`src/rtl/user_map_pkg.sv`:
```
package user_map_pkg;

   // Table and value window, register addresses
   localparam int unsigned SLOT_COUNT  = 99;
   localparam logic [15:0] TABLE_BASE  = 16'h0320;
   localparam logic [15:0] TABLE_RSVD  = 16'h0383;
   localparam logic [15:0] VALUE_BASE  = 16'h0384;
   localparam logic [15:0] VALUE_RSVD  = 16'h03E7;
   localparam logic [15:0] ENTRY_RESET = 16'h0000;
   localparam logic [15:0] WORD_ZERO   = 16'h0000;

   // Fast-access alias set
   localparam logic [15:0] FAST_MIRROR = 16'h09C4;
   localparam logic [15:0] FAST_RSVD   = 16'h09C5;
   localparam logic [15:0] FAST_SYS1   = 16'h09C6;
   localparam logic [15:0] FAST_SYS2   = 16'h09C7;
   localparam logic [15:0] FAST_IN     = 16'h09C8;
   localparam logic [15:0] FAST_OUT    = 16'h09C9;
   localparam logic [15:0] FAST_OCMD   = 16'h09CA;
   localparam logic [15:0] FAST_CTRL   = 16'h09CB;
   localparam logic [15:0] FAST_AOCMD  = 16'h09CC;

   // Primary registers behind the aliases
   localparam logic [15:0] PRI_SYS1    = 16'h01C7;
   localparam logic [15:0] PRI_SYS2    = 16'h01C8;
   localparam logic [15:0] PRI_IN      = 16'h01C9;
   localparam logic [15:0] PRI_OUT     = 16'h01CA;
   localparam logic [15:0] PRI_OCMD    = 16'h02BC;
   localparam logic [15:0] PRI_CTRL    = 16'h02C0;
   localparam logic [15:0] PRI_AOCMD   = 16'h02C2;

   // Average current, most significant word first
   localparam logic [15:0] CUR_MSW     = 16'h01F4;
   localparam logic [15:0] CUR_LSW     = 16'h01F5;

   // Object addressing
   localparam logic [7:0]  OBJ_CLASS_ADDR  = 8'h6D;
   localparam logic [7:0]  OBJ_CLASS_VALUE = 8'h6E;
   localparam logic [7:0]  OBJ_INST_FIRST  = 8'h01;
   localparam logic [7:0]  OBJ_INST_LAST   = 8'h64;

   typedef struct packed {
      logic        write;
      logic        isObject;
      logic [15:0] addr;
      logic [15:0] wdata;
   } req_t;

   typedef struct packed {
      logic        valid;
      logic        exception;
      logic [15:0] rdata;
   } ans_t;

   typedef struct packed {
      logic        valid;
      logic        write;
      logic [15:0] addr;
      logic [15:0] wdata;
   } tgt_req_t;

   typedef struct packed {
      logic        ack;
      logic        error;
      logic [15:0] rdata;
   } tgt_ans_t;

   typedef struct packed {
      logic        hit;
      logic        legal;
      logic        fwd;
      logic [15:0] target;
   } alias_t;

   typedef enum logic [1:0] {
      ST_IDLE = 2'b00,
      ST_FWD  = 2'b01,
      ST_DONE = 2'b11
   } state_t;

   // Alias decode of the fast-access profile
   function automatic alias_t alias_map(input logic [15:0] a,
                                        input logic        wr,
                                        input logic        fast);
      alias_t r;
      r = '0;
      r.hit = fast && (a >= FAST_MIRROR) && (a <= FAST_AOCMD);
      r.legal = !wr;
      r.fwd   = 1'b1;
      unique case (a)
         FAST_MIRROR, FAST_RSVD: r.fwd = 1'b0;
         FAST_SYS1: r.target = PRI_SYS1;
         FAST_SYS2: r.target = PRI_SYS2;
         FAST_IN:   r.target = PRI_IN;
         FAST_OUT:  r.target = PRI_OUT;
         FAST_OCMD: begin
            r.legal  = wr;
            r.target = PRI_OCMD;
         end
         FAST_CTRL: begin
            r.legal  = 1'b1;
            r.target = PRI_CTRL;
         end
         FAST_AOCMD: begin
            r.legal  = wr;
            r.target = PRI_AOCMD;
         end
         default: begin
            r.legal = 1'b0;
            r.fwd   = 1'b0;
         end
      endcase
      return r;
   endfunction : alias_map

endpackage : user_map_pkg

```
`src/rtl/obj_addr_xlate.sv`:
```
module obj_addr_xlate (
   // Request in
   input  wire logic              isObject,
   input  wire logic [15:0]       addrIn,
   // Register address out
   output logic [15:0]            regAddr,
   output logic                   objBad
);

   logic [7:0]  classId;
   logic [7:0]  instId;
   logic [15:0] offs;

   // Class and instance to register address
   always_comb begin
      classId  = addrIn[15:8];
      instId   = addrIn[7:0];
      offs     = {8'h00, instId - user_map_pkg::OBJ_INST_FIRST};
      regAddr  = addrIn;
      objBad   = 1'b0;
      if (isObject) begin
         objBad = (instId < user_map_pkg::OBJ_INST_FIRST)
               || (instId > user_map_pkg::OBJ_INST_LAST);
         if (classId == user_map_pkg::OBJ_CLASS_ADDR) begin
            regAddr = user_map_pkg::TABLE_BASE + offs;
         end else if (classId == user_map_pkg::OBJ_CLASS_VALUE) begin
            regAddr = user_map_pkg::VALUE_BASE + offs;
         end else begin
            objBad = 1'b1;
         end
      end
   end

endmodule : obj_addr_xlate

```
`src/rtl/req_arbiter.sv`:
```
module req_arbiter (
   // Clock and reset
   input  wire logic clk,
   input  wire logic rst,
   // Requests and grant
   input  wire logic netValid,
   input  wire logic cfgValid,
   input  wire logic take,
   output logic      grantAny,
   output logic      grantNet
);

   logic favourNet_reg;
   logic favourNet_next;

   // Alternating priority so neither party starves
   always_comb begin
      grantAny = netValid || cfgValid;
      grantNet = netValid && (favourNet_reg || !cfgValid);
      favourNet_next = favourNet_reg;
      if (take) begin
         favourNet_next = !grantNet;
      end
   end

   always_ff @(posedge clk or posedge rst) begin
      if (rst) begin
         favourNet_reg <= 1'b1;
      end else begin
         favourNet_reg <= favourNet_next;
      end
   end

endmodule : req_arbiter

```
`src/rtl/user_map_register_indirection.sv`:
```
// Summary of operation
// - 99 address-table words hold target addresses; next word reserved.
// - Value slot k reaches the register named by table entry k.
// - The same one-to-one pairing holds for every following slot.
// - Table entries are stored configuration, kept until rewritten or cleared by reset.
// - Both network client and local tool may write the table.
// - Separate table ranges may serve as read areas and write areas.
// - Consecutive slot reads return each mapped target in slot order.
// - Consecutive slot writes deliver each word to its mapped target.
// - Table and values also reachable as object classes 6D and 6E.
// - Fast profile: mirror word, reserved word, then four status aliases.
// - Fast profile output command alias writes primary output command; reads raise an exception.
// - Fast profile control alias reads and writes the primary control.
// - Fast profile analog output command alias writes primary analog output command one.
// - A configuration input chooses fast alias profile or full list.
// - Average current kept as two words, most significant first.
module user_map_register_indirection #(
   parameter int unsigned SLOTS = user_map_pkg::SLOT_COUNT
) (
   // Clock and reset
   input  wire logic                   clk,
   input  wire logic                   rst,
   // Network client port
   input  wire logic                   netValid,
   input  wire user_map_pkg::req_t     netReq,
   output user_map_pkg::ans_t          netAns,
   // Local configuration port
   input  wire logic                   cfgValid,
   input  wire user_map_pkg::req_t     cfgReq,
   output user_map_pkg::ans_t          cfgAns,
   // Target register path
   output user_map_pkg::tgt_req_t      tgtReq,
   input  wire user_map_pkg::tgt_ans_t tgtAns,
   // Profile select and local values
   input  wire logic                   fastProfile,
   input  wire logic [15:0]            mirrorStatus,
   input  wire logic [31:0]            avgCurrent
);

   if (SLOTS < 1 || SLOTS > user_map_pkg::SLOT_COUNT) begin : g_bad_slots
      $error("SLOTS must lie between 1 and 99");
   end

   localparam logic [15:0] SLOT_LAST = user_map_pkg::VALUE_BASE
                                     + 16'(SLOTS - 1);
   localparam logic [15:0] ENTRY_LAST = user_map_pkg::TABLE_BASE
                                      + 16'(SLOTS - 1);

   user_map_pkg::state_t     state_reg;
   user_map_pkg::state_t     state_next;
   logic                     servNet_reg;
   logic                     servNet_next;
   logic                     curWrite_reg;
   logic                     curWrite_next;
   user_map_pkg::ans_t       netAns_reg;
   user_map_pkg::ans_t       netAns_next;
   user_map_pkg::ans_t       cfgAns_reg;
   user_map_pkg::ans_t       cfgAns_next;
   user_map_pkg::tgt_req_t   tgtReq_reg;
   user_map_pkg::tgt_req_t   tgtReq_next;
   logic [15:0]              lswHold_reg;
   logic [15:0]              lswHold_next;
   logic [15:0]              table_reg [SLOTS];

   logic                     grantAny;
   logic                     grantNet;
   logic                     take;
   user_map_pkg::req_t       selReq;
   logic [15:0]              regAddr;
   logic                     objBad;
   logic [15:0]              slotOff;
   logic [6:0]               slotIdx;
   logic [15:0]              slotEntry;
   logic                     viaSlot;
   logic [15:0]              effAddr;
   user_map_pkg::alias_t     aliasHit;
   logic                     tableWe;
   logic [6:0]               tableIdx;
   logic [15:0]              ansWord;
   logic                     ansExc;
   logic                     ansFire;
   logic                     goFwd;
   logic [15:0]              fwdAddr;
   logic [15:0]              curMsw;

   assign take   = (state_reg == user_map_pkg::ST_IDLE) && grantAny;
   assign selReq = grantNet ? netReq : cfgReq;
   assign curMsw = avgCurrent[31:16];

   req_arbiter u_arbiter (
      .clk      (clk),
      .rst      (rst),
      .netValid (netValid),
      .cfgValid (cfgValid),
      .take     (take),
      .grantAny (grantAny),
      .grantNet (grantNet)
   );

   obj_addr_xlate u_xlate (
      .isObject (selReq.isObject),
      .addrIn   (selReq.addr),
      .regAddr  (regAddr),
      .objBad   (objBad)
   );

   // Address decode of the taken request
   always_comb begin
      slotOff   = regAddr - user_map_pkg::VALUE_BASE;
      slotIdx   = slotOff[6:0];
      tableIdx  = 7'(regAddr - user_map_pkg::TABLE_BASE);
      slotEntry = user_map_pkg::ENTRY_RESET;
      viaSlot   = (regAddr >= user_map_pkg::VALUE_BASE)
               && (regAddr <= SLOT_LAST);
      if (viaSlot) begin
         slotEntry = table_reg[slotIdx];
      end
      effAddr  = viaSlot ? slotEntry : regAddr;
      aliasHit = user_map_pkg::alias_map(effAddr, selReq.write,
                                         fastProfile);
      tableWe  = 1'b0;
      ansWord  = user_map_pkg::WORD_ZERO;
      ansExc   = 1'b0;
      ansFire  = 1'b0;
      goFwd    = 1'b0;
      fwdAddr  = effAddr;
      lswHold_next = lswHold_reg;
      if (take) begin
         if (objBad) begin
            ansFire = 1'b1;
            ansExc  = 1'b1;
         end else if ((regAddr >= user_map_pkg::TABLE_BASE)
                   && (regAddr <= ENTRY_LAST)) begin
            ansFire = 1'b1;
            tableWe = selReq.write;
            if (!selReq.write) begin
               ansWord = table_reg[tableIdx];
            end
         end else if ((regAddr >= user_map_pkg::TABLE_BASE)
                   && (regAddr <= user_map_pkg::VALUE_RSVD)
                   && !viaSlot) begin
            ansFire = 1'b1;
         end else if (viaSlot && ((slotEntry == user_map_pkg::ENTRY_RESET)
                   || ((slotEntry >= user_map_pkg::TABLE_BASE)
                   && (slotEntry <= user_map_pkg::VALUE_RSVD)))) begin
            ansFire = 1'b1;
            ansExc  = 1'b1;
         end else if (aliasHit.hit) begin
            if (!aliasHit.legal) begin
               ansFire = 1'b1;
               ansExc  = 1'b1;
            end else if (aliasHit.fwd) begin
               goFwd   = 1'b1;
               fwdAddr = aliasHit.target;
            end else begin
               ansFire = 1'b1;
               if (effAddr == user_map_pkg::FAST_MIRROR) begin
                  ansWord = mirrorStatus;
               end
            end
         end else if (effAddr == user_map_pkg::CUR_MSW
                   || effAddr == user_map_pkg::CUR_LSW) begin
            ansFire = 1'b1;
            ansExc  = selReq.write;
            if (effAddr == user_map_pkg::CUR_MSW) begin
               ansWord      = curMsw;
               lswHold_next = avgCurrent[15:0];
            end else begin
               ansWord = lswHold_reg;
            end
         end else begin
            goFwd = 1'b1;
         end
      end
   end

   // Table storage, cleared only by reset
   always_ff @(posedge clk or posedge rst) begin
      if (rst) begin
         for (int i = 0; i < SLOTS; i++) begin
            table_reg[i] <= user_map_pkg::ENTRY_RESET;
         end
      end else if (tableWe) begin
         table_reg[tableIdx] <= selReq.wdata;
      end
   end

   // Sequencer next state
   always_comb begin
      state_next    = state_reg;
      servNet_next  = servNet_reg;
      curWrite_next = curWrite_reg;
      tgtReq_next   = tgtReq_reg;
      netAns_next   = '0;
      cfgAns_next   = '0;
      unique case (state_reg)
         user_map_pkg::ST_IDLE: begin
            if (take) begin
               servNet_next  = grantNet;
               curWrite_next = selReq.write;
               if (goFwd) begin
                  state_next        = user_map_pkg::ST_FWD;
                  tgtReq_next.valid = 1'b1;
                  tgtReq_next.write = selReq.write;
                  tgtReq_next.addr  = fwdAddr;
                  tgtReq_next.wdata = selReq.wdata;
               end else begin
                  state_next = user_map_pkg::ST_DONE;
               end
               if (ansFire) begin
                  netAns_next = grantNet ? {1'b1, ansExc, ansWord} : '0;
                  cfgAns_next = grantNet ? '0 : {1'b1, ansExc, ansWord};
               end
            end
         end
         user_map_pkg::ST_FWD: begin
            if (tgtAns.ack) begin
               state_next        = user_map_pkg::ST_DONE;
               tgtReq_next.valid = 1'b0;
               if (servNet_reg) begin
                  netAns_next.valid     = 1'b1;
                  netAns_next.exception = tgtAns.error;
                  netAns_next.rdata     = curWrite_reg ? 16'h0000
                                                       : tgtAns.rdata;
               end else begin
                  cfgAns_next.valid     = 1'b1;
                  cfgAns_next.exception = tgtAns.error;
                  cfgAns_next.rdata     = curWrite_reg ? 16'h0000
                                                       : tgtAns.rdata;
               end
            end
         end
         user_map_pkg::ST_DONE: begin
            state_next = user_map_pkg::ST_IDLE;
         end
         default: begin
            state_next = user_map_pkg::ST_IDLE;
         end
      endcase
   end

   always_ff @(posedge clk or posedge rst) begin
      if (rst) begin
         state_reg    <= user_map_pkg::ST_IDLE;
         servNet_reg  <= 1'b0;
         curWrite_reg <= 1'b0;
         tgtReq_reg   <= '0;
         netAns_reg   <= '0;
         cfgAns_reg   <= '0;
         lswHold_reg  <= user_map_pkg::WORD_ZERO;
      end else begin
         state_reg    <= state_next;
         servNet_reg  <= servNet_next;
         curWrite_reg <= curWrite_next;
         tgtReq_reg   <= tgtReq_next;
         netAns_reg   <= netAns_next;
         cfgAns_reg   <= cfgAns_next;
         lswHold_reg  <= lswHold_next;
      end
   end

   assign netAns = netAns_reg;
   assign cfgAns = cfgAns_reg;
   assign tgtReq = tgtReq_reg;

   // Checks
   a_slot_target: assert property (
      @(posedge clk) disable iff (rst)
      (take && viaSlot && goFwd && !aliasHit.hit)
      |=> tgtReq.valid && tgtReq.addr == $past(slotEntry))
      else $error("slot forwarded to wrong target");

   a_fwd_held: assert property (
      @(posedge clk) disable iff (rst)
      (tgtReq.valid && !tgtAns.ack) |=> tgtReq.valid && $stable(tgtReq.addr))
      else $error("target request dropped before acknowledge");

   a_read_return: assert property (
      @(posedge clk) disable iff (rst)
      (state_reg == user_map_pkg::ST_FWD && tgtAns.ack && !tgtAns.error
       && !curWrite_reg)
      |=> (netAns.valid || cfgAns.valid)
       && ((netAns.valid ? netAns.rdata : cfgAns.rdata)
           == $past(tgtAns.rdata)))
      else $error("slot read did not return target data");

   a_unmapped_exc: assert property (
      @(posedge clk) disable iff (rst)
      (take && viaSlot && slotEntry == user_map_pkg::ENTRY_RESET)
      |=> (netAns.exception || cfgAns.exception) && !tgtReq.valid)
      else $error("empty entry did not raise exception");

   a_alias_ctrl: assert property (
      @(posedge clk) disable iff (rst)
      (take && !objBad && !viaSlot && fastProfile
       && regAddr == user_map_pkg::FAST_CTRL)
      |=> tgtReq.valid && tgtReq.addr == user_map_pkg::PRI_CTRL)
      else $error("control alias not forwarded");

   a_alias_ocmd: assert property (
      @(posedge clk) disable iff (rst)
      (take && !objBad && !viaSlot && fastProfile && selReq.write
       && regAddr == user_map_pkg::FAST_OCMD)
      |=> tgtReq.write && tgtReq.addr == user_map_pkg::PRI_OCMD
       && tgtReq.wdata == $past(selReq.wdata))
      else $error("output command alias not forwarded");

   a_profile_off: assert property (
      @(posedge clk) disable iff (rst)
      (take && !objBad && !viaSlot && !fastProfile
       && regAddr == user_map_pkg::FAST_CTRL)
      |=> tgtReq.addr == user_map_pkg::FAST_CTRL)
      else $error("alias served outside fast profile");

   a_current_msw: assert property (
      @(posedge clk) disable iff (rst)
      (take && !selReq.write && effAddr == user_map_pkg::CUR_MSW
       && !aliasHit.hit && !objBad && !(viaSlot && slotEntry == 16'h0000))
      |=> (netAns.rdata | cfgAns.rdata) == $past(curMsw)
          && lswHold_reg == $past(avgCurrent[15:0]))
      else $error("current words not most significant first");

   a_table_kept: assert property (
      @(posedge clk) disable iff (rst)
      (!tableWe && tableIdx < 7'(SLOTS))
      |=> $stable(table_reg[tableIdx]) || $changed(tableIdx))
      else $error("table entry changed without write");

endmodule : user_map_register_indirection

```
`config.mk`:
```
export PLATFORM = sky130hd
export DESIGN_NAME = user_map_register_indirection
export DESIGN_NICKNAME = d
export VERILOG_FILES = /design/src/rtl/user_map_pkg.sv /design/src/rtl/obj_addr_xlate.sv /design/src/rtl/req_arbiter.sv /design/src/rtl/user_map_register_indirection.sv
export SDC_FILE = /design/constraint.sdc
export NUM_CORES = 2
export LEC_CHECK = 0
export ABC_AREA = 1
export ABC_CLOCK_PERIOD_IN_PS = 79700
export BUFFER_PORTS_ARGS = -buffer_cell sky130_fd_sc_hd__buf_2
export CAP_MARGIN = 20
export CORE_MARGIN = 8
export CORE_UTILIZATION = 35
export DETAILED_ROUTE_END_ITERATION = 8
export PLACE_DENSITY = 0.58
export SYNTH_ARGS = -nofsm -noshare
export SYNTH_HDL_FRONTEND = slang
export SYNTH_SLANG_ARGS = --single-unit
```
`constraint.sdc`:
```
create_clock -name clk -period 79.7 [get_ports clk]
set_input_delay 15.94 -clock clk [delete_from_list [all_inputs] [get_ports clk]]
set_output_delay 15.94 -clock clk [all_outputs]
set_load 0.05 [all_outputs]
```
# Word-level counts from Yosys, hierarchy flattened
# Cells that the tools add are included.
[totals] reg_bits=1675 inputBits=139 out_inout_bits=70 wordCells=276
[op_classes] n_addsub=5 magnitude_cmp=14 eq_ne=17 n_mux=88 n_bitwise=7 reduce_logical=31
[ops] cell="bitwise mux 1584 bit" count=1
[ops] cell="2-to-1 mux 16 bit" count=29
[ops] cell="binary-select mux 16 bit (select 7 bit)" count=2
[ops] cell="2-to-1 mux 18 bit" count=10
[ops] cell="equality test 16 x 12 -> 1 bit (second input constant)" count=9
[ops] cell="demux 16 bit (select 7 bit)" count=1
[ops] cell="2-to-1 mux 34 bit" count=3
[ops] cell="case mux 18 bit (2 select lines)" count=2
[ops] cell="case mux 10 bit (7 select lines)" count=1
[ops] cell="<= comparator 16 x 10 -> 1 bit (second input constant)" count=4
[ops] cell="greater-or-equal comparator 16 x 10 -> 1 bit (second input constant)" count=3
[ops] cell="2-to-1 mux 1 bit" count=33
[ops] cell="equality test 16 x 9 -> 1 bit (second input constant)" count=2
[ops] cell="adder 10 x 8 -> 11 bit (first input constant)" count=2
[ops] cell="equality test 8 x 7 -> 1 bit (second input constant)" count=2
[ops] cell="greater-or-equal comparator 16 x 12 -> 1 bit (second input constant)" count=1
[ops] cell="greater-or-equal comparator 8 bit (second input constant)" count=2
[ops] cell="<= comparator 16 x 12 -> 1 bit (second input constant)" count=1
[ops] cell="zero test 16 bit" count=1
[ops] cell="less-than comparator 8 x 1 -> 1 bit (second input constant)" count=2
[ops] cell="inverter 7 -> 8 bit" count=2
[ops] cell="logical AND 1 bit" count=11
[ops] cell="> comparator 8 x 7 -> 1 bit (second input constant)" count=1
[ops] cell="AND reduction 8 bit" count=1
[ops] cell="20 further kinds" count=36

# Depth between registers and ports, before layout
[logic_depth] ltp_word=30 mapped_depth=49 depth_no_buf=43

# Modules after synthesis
# From an unflattened synthesis, not the netlist that was laid out.
[hier_totals] cells_unflattened=10991 area_unflattened_um2=83030.9
[by_module_without_submodules] module="user_map_register_indirection" n_inst=1 cells_per_inst=10852 area_per_inst_um2=82286.4 seq_area_each_um2=41890.2
[by_module_without_submodules] module="obj_addr_xlate" n_inst=1 cells_per_inst=129 area_per_inst_um2=679.4 seq_area_each_um2=0.0
[by_module_without_submodules] module="req_arbiter" n_inst=1 cells_per_inst=10 area_per_inst_um2=65.1 seq_area_each_um2=26.3

# Least setup slack after synthesis
# No wires, ideal clock.
[synth_path] kind="input to register" startpoint="in netValid" endpoint="reg netAns_reg, in the netlist netAns[10]" setup_time_ns=0.124 arrival_time_ns=20.975 required_ns=79.576 setup_slack_ns=58.601 cell_stages=42 n_path_buf=11 cell_sequence="buf_4 buf_2 nand3b_1 nand2_2 ha_1 nand3_1 nand2_1 o21ai_1 nand3_1 nand2_1 buf_6 inv_2 buf_4 buf_4 buf_2 buf_1 clkbuf_1 ha_1 [6 not listed] nor2_1 a21oi_1 a21oi_1 nand2_1 nand2_1 nor2_1 nand2_1 nor2_2 nand2_1 nand2_1 nor2_4 nand2_1 nand2_2 nand3_2 nand3_2 nand3_4 buf_6 o21bai_2"
[synth_lines] item="from (decl)" line_no="user_map_register_indirection.sv:24" text="input wire logic netValid,"
[synth_lines] item="to (signal assigned)" line_no="user_map_register_indirection.sv:256" text="netAns_reg <= netAns_next;"
[synth_lines] item="to (decl)" line_no="user_map_register_indirection.sv:55" text="user_map_pkg::ans_t netAns_reg;"

# Worst setup path in the final report
[layout_path] startpoint="in cfgValid" endpoint="reg tgtReq_reg, in the netlist tgtReq[20]"
[layout_via] elab_chain_cells=28 elab_cells_between_ends=83 cone_classes="add/sub: 4; order compare: 11; eq/ne: 13; mux: 31; bitwise: 1; reduce/logical: 23"
[layout_lines] item="from (decl)" line_no="user_map_register_indirection.sv:28" text="input wire logic cfgValid,"
[layout_lines] item="zero test 1 bit" line_no="req_arbiter.sv:19" text="grantNet = netValid && (favourNet_reg || !cfgValid);"
[layout_lines] item="logical OR 1 bit" line_no="req_arbiter.sv:19"
[layout_lines] item="logical AND 1 bit" line_no="req_arbiter.sv:19"
[layout_lines] item="2-to-1 mux 34 bit" line_no="user_map_register_indirection.sv:87" text="assign selReq = grantNet ? netReq : cfgReq;"
[layout_lines] item="subtractor 8 x 1 -> 8 bit" line_no="obj_addr_xlate.sv:18" text="offs = {8'h00, instId - user_map_pkg::OBJ_INST_FIRST};"
[layout_lines] item="adder 10 x 8 -> 11 bit" line_no="obj_addr_xlate.sv:27" text="regAddr = user_map_pkg::VALUE_BASE + offs;"
[layout_lines] item="2-to-1 mux 16 bit" line_no="obj_addr_xlate.sv:26" text="end else if (classId == user_map_pkg::OBJ_CLASS_VALUE) begin"
[layout_lines] item="2-to-1 mux 16 bit" line_no="obj_addr_xlate.sv:24" text="if (classId == user_map_pkg::OBJ_CLASS_ADDR) begin"
[layout_lines] item="[12 not listed]"
[layout_lines] item="2-to-1 mux 1 bit" line_no="user_map_register_indirection.sv:149" text="if (!aliasHit.legal) begin"
[layout_lines] item="2-to-1 mux 1 bit" line_no="user_map_register_indirection.sv:148" text="end else if (aliasHit.hit) begin"
[layout_lines] item="2-to-1 mux 1 bit" line_no="user_map_register_indirection.sv:143" text="end else if (viaSlot && ((slotEntry == user_map_pkg::ENTRY_RESET)"
[layout_lines] item="2-to-1 mux 1 bit" line_no="user_map_register_indirection.sv:139" text="end else if ((regAddr >= user_map_pkg::TABLE_BASE)"
[layout_lines] item="2-to-1 mux 1 bit" line_no="user_map_register_indirection.sv:132" text="end else if ((regAddr >= user_map_pkg::TABLE_BASE)"
[layout_lines] item="2-to-1 mux 1 bit" line_no="user_map_register_indirection.sv:129" text="if (objBad) begin"
[layout_lines] item="2-to-1 mux 1 bit" line_no="user_map_register_indirection.sv:128" text="if (take) begin"
[layout_lines] item="AND reduction 3 bit (no source line)"
[layout_lines] item="to (signal assigned)" line_no="user_map_register_indirection.sv:255" text="tgtReq_reg <= tgtReq_next;"
[layout_lines] item="to (decl)" line_no="user_map_register_indirection.sv:59" text="user_map_pkg::tgt_req_t tgtReq_reg;"
# Several ways; a longest one is shown, not always the timed one. The select of a mux whose other input is x is not followed.
# A chain may end at the register's enable or synchronous reset.

==> metrics list <==
- Outcome: complete, no violations
- Counting instances, the worst hold path has a depth of 2.
* Pwr dens: between 20 and 30 nW/um^2
* Number of cells traversed by the worst register-to-register path: 34
- Summed area of non-filler cells in the final layout: approximately 100000 sq um
- The floorplan step set the die width to about 540 um.
- Highest net fanout along the worst path: 61
* Global routing usage summed across all routing layers: 0.2786
* Minimum period implied by the final worst setup slack: 24.73 ns
* Leakage dissipation: 60.96 nW
- TritonCTS Buffers: roughly 190
- Max-cap violations in this run came to 0.
- Unrepaired setup endpoints after global routing: false
- The wire-length estimate of the detail-placed layout is 262600 um.
- Length of the first detailed-routing pass in iterations: 6
- Arrival time worst endpoint: 25.50 ns
- Final worst-path cycle share: 0.3103
- After clock tree synthesis, the clock-pin slew on the worst setup and hold paths is 0.06 ns.
- The register with the most flip-flops in the layout has 1584 of them.
- The number of placed instances, taps included, is approximately 16000.
* Setup fix buffers added after clock tree synthesis: 0
- Clock root buffer: clkbuf_16
- Antenna violation net count after detailed routing: 0
* Vias per Instance: 5.531
* Cell Count, Final, Fillers Out: approximately 17000
- Initial Utilization: 0.3521
- For this run, the register share of the synthesized area comes to 0.4435.
- Dividing the synthesized area by the synthesized cell count gives about 7.0 sq um.
* Most common cell type on the critical path: nand2_1
* Leading cell type in the layout, fill and taps excluded: a21oi_1
- Post-CTS Hold Buffers: 0
- Entering global routing, the biggest net connects 167 pins.
- Synthesis handed over a netlist of 13470 instances.
- The count of buffers added on input and output ports is 208.
- The initial antenna violation count was 16.
- For this block, the routed nets add up to ~410000 um of wire.
* GRT overflow: 0
- Fraction of final layout cells sized beyond drive strength 1: 0.07093
- Layout overhead on the synthesized area: 9.561%
- Gates resized during post-CTS repair numbered 0.
* Final Wtd Congestion: 1.052
* Cell with the largest stage delay on the worst path: buf_4
- DRC: 0
- Most used cells in the layout excluding fill and tap cells: a21oi_1, nand2_1, inv_1
- Area post-placement: 96860 sq um
- Number of setup violations in the final report: 0
- By startpoint and endpoint, the worst setup path is classified as in -> reg.
- TritonCTS built the clock tree.
- Number of max-slew violations in the final report: 0
- The die covers 286900 sq um.
- Number of distinct standard cells referenced by the synthesized netlist: 56
* Top-level I/O count: between 200 and 250
- The cell area that synthesis handed to floorplanning was around 95000 sq um.
* Area of the core: approximately 270000 sq um
- Achievable Freq: 40.44 MHz
- Htree depth: 4
- In the final routed layout, each cell accounts on average for 24.80 um.
- In the final layout, flip-flops and latches occupy 41920 sq um.
- STA puts the critical path data required time at 80.47 ns.
- Synthesized netlist net count: 13620
* Skew final: approximately 0.058 ns
- Clock latency on the worst-skew pair, taken at its later pin, is ~0.91 ns.
- In the final design database the tool counted 13140 nets.
- Die outline height: 535.6 um
* Largest stage delay on the critical path: 0.72 ns
- Peak supply drop: 0.02198 mV
* Vias: 92350
* Number of flip-flops and latches in the synthesized netlist: 1675
- Final hold violation count: 0
* First-pass GRT wire length: 598900 um
* Worst hold slack: about 0.47 ns
- Layout filler cell count: 28280
- In the final timing run, aggregate negative setup slack is 0 ns.
* Least-Margin Pin Slew: 1.290 ns
- The path class of the tightest hold or removal check is reg -> reg.
- Nature of the critical path endpoint: flip-flop
* Multi-input logic area: 38330 sq um
- Sink Count: 1675
* Drt first-iter violations: 12790
- Power Total: 2.599 mW
- Number of cell rows: 190
- Yosys printed 0 warnings.
* Vias in the first global route: 84110
- Sort of element at the start of the critical path: input port
- Worst slew slack as a fraction of its limit: 0.1390
* Deepest clock path buffer count: 3
## cells in the mapped netlist, drive strengths merged
cell	number	area, sq um
a21oi	3298	16520
a22o	1	8.760
a31oi	63	394.1
dfstp	1	26.28
mux2	16	180.2
nor2	588	2257
a211oi	18	135.1
o21ai	173	895.9
buf	509	2774
o22ai	39	244.0
a221oi	9	78.83
o22a	2	17.52
a32oi	1	8.760
or2	4	25.02
nand3b	11	82.58
o41ai	4	35.03
o311ai	10	87.58
a2111oi	1	8.760
dfrtp	1674	41890
o21bai	44	364.1
nand3	1154	5813
nor3	23	125.1
o211ai	24	180.2
ha	10	125.1
or4	1	7.510
nand2	2563	9761
clkinv	5	18.77
nor3b	1	7.510
a311oi	1	8.760
o31ai	2	15.01
nand4	9	77.57
a22oi	9	67.56
inv	2608	9792
o2111ai	36	315.3
o221ai	11	96.34
clkbuf	542	2034
nor4	5	31.28
## critical path: cells and delay by family
kind	cells	cell delay, ns
simple gates	24	4.82
buf+inv	7	3.37
compound gates	3	1.10
## final timing paths
kind	startpoint	to	slack (ns)
min	table_reg[1401]$_DFFE_PP0P_	table_reg[1401]$_DFFE_PP0P_	0.47
min in group asynchronous	rst	table_reg[213]$_DFFE_PP0P_	15.15
min reg2reg	table_reg[1401]$_DFFE_PP0P_	table_reg[1401]$_DFFE_PP0P_	0.47
max	cfgValid	tgtReq[20]$_DFFE_PP0P_	54.97
max in group asynchronous	rst	table_reg[1541]$_DFFE_PP0P_	60.50
max reg2reg	u_arbiter.favourNet_reg$_DFFE_PP1P_	tgtReq[20]$_DFFE_PP0P_	69.67
## report_power, final
group          total [mW]  switching (mW)  internal, mW
sequential          0.876          0.0132         0.862
clock               0.915           0.387         0.528
combinational       0.809           0.660         0.149
total                2.60            1.06          1.54
## routing by layer
metal	wire, um	global-route usage	share of wire
met1	164900	0.3720	0.40
met2	169900	0.4024	0.41
met3	46480	0.06615	0.11
met4	32850	0.1811	0.079
met5	7	0	0.000017
## final cells by class
type | instances | share of cell area
flip-flops and latches | 1675 | 0.4048
multi-input cells | 8131 | 0.3702
inverters | 2613 | 0.09495
clock buffers | 281 | 0.05384
well taps | 3552 | 0.04292
repair buffers | 381 | 0.02559
clock inverters | 58 | 0.007564
diodes | 5 | 0.0001208
## metrics by stage
stage               worst slack [ns]    util
finish                         54.97  0.3858
global route                   54.81  0.3858
CTS                            55.49  0.3846
detailed placement             54.57  0.3609
global placement               54.72  0.3608
floorplan                      16.49       -
## logic make-up after synthesis
group                    share of synthesized area
multiplexers                              0.001906
flip-flops                                  0.4435
AND/OR/NAND/NOR                             0.1924
adder cells (fa/ha/maj)                   0.001324
AO/OA/AOI/OAI                               0.2061
buffers and inverters                       0.1547
Power figures use the tool's default switching activity.
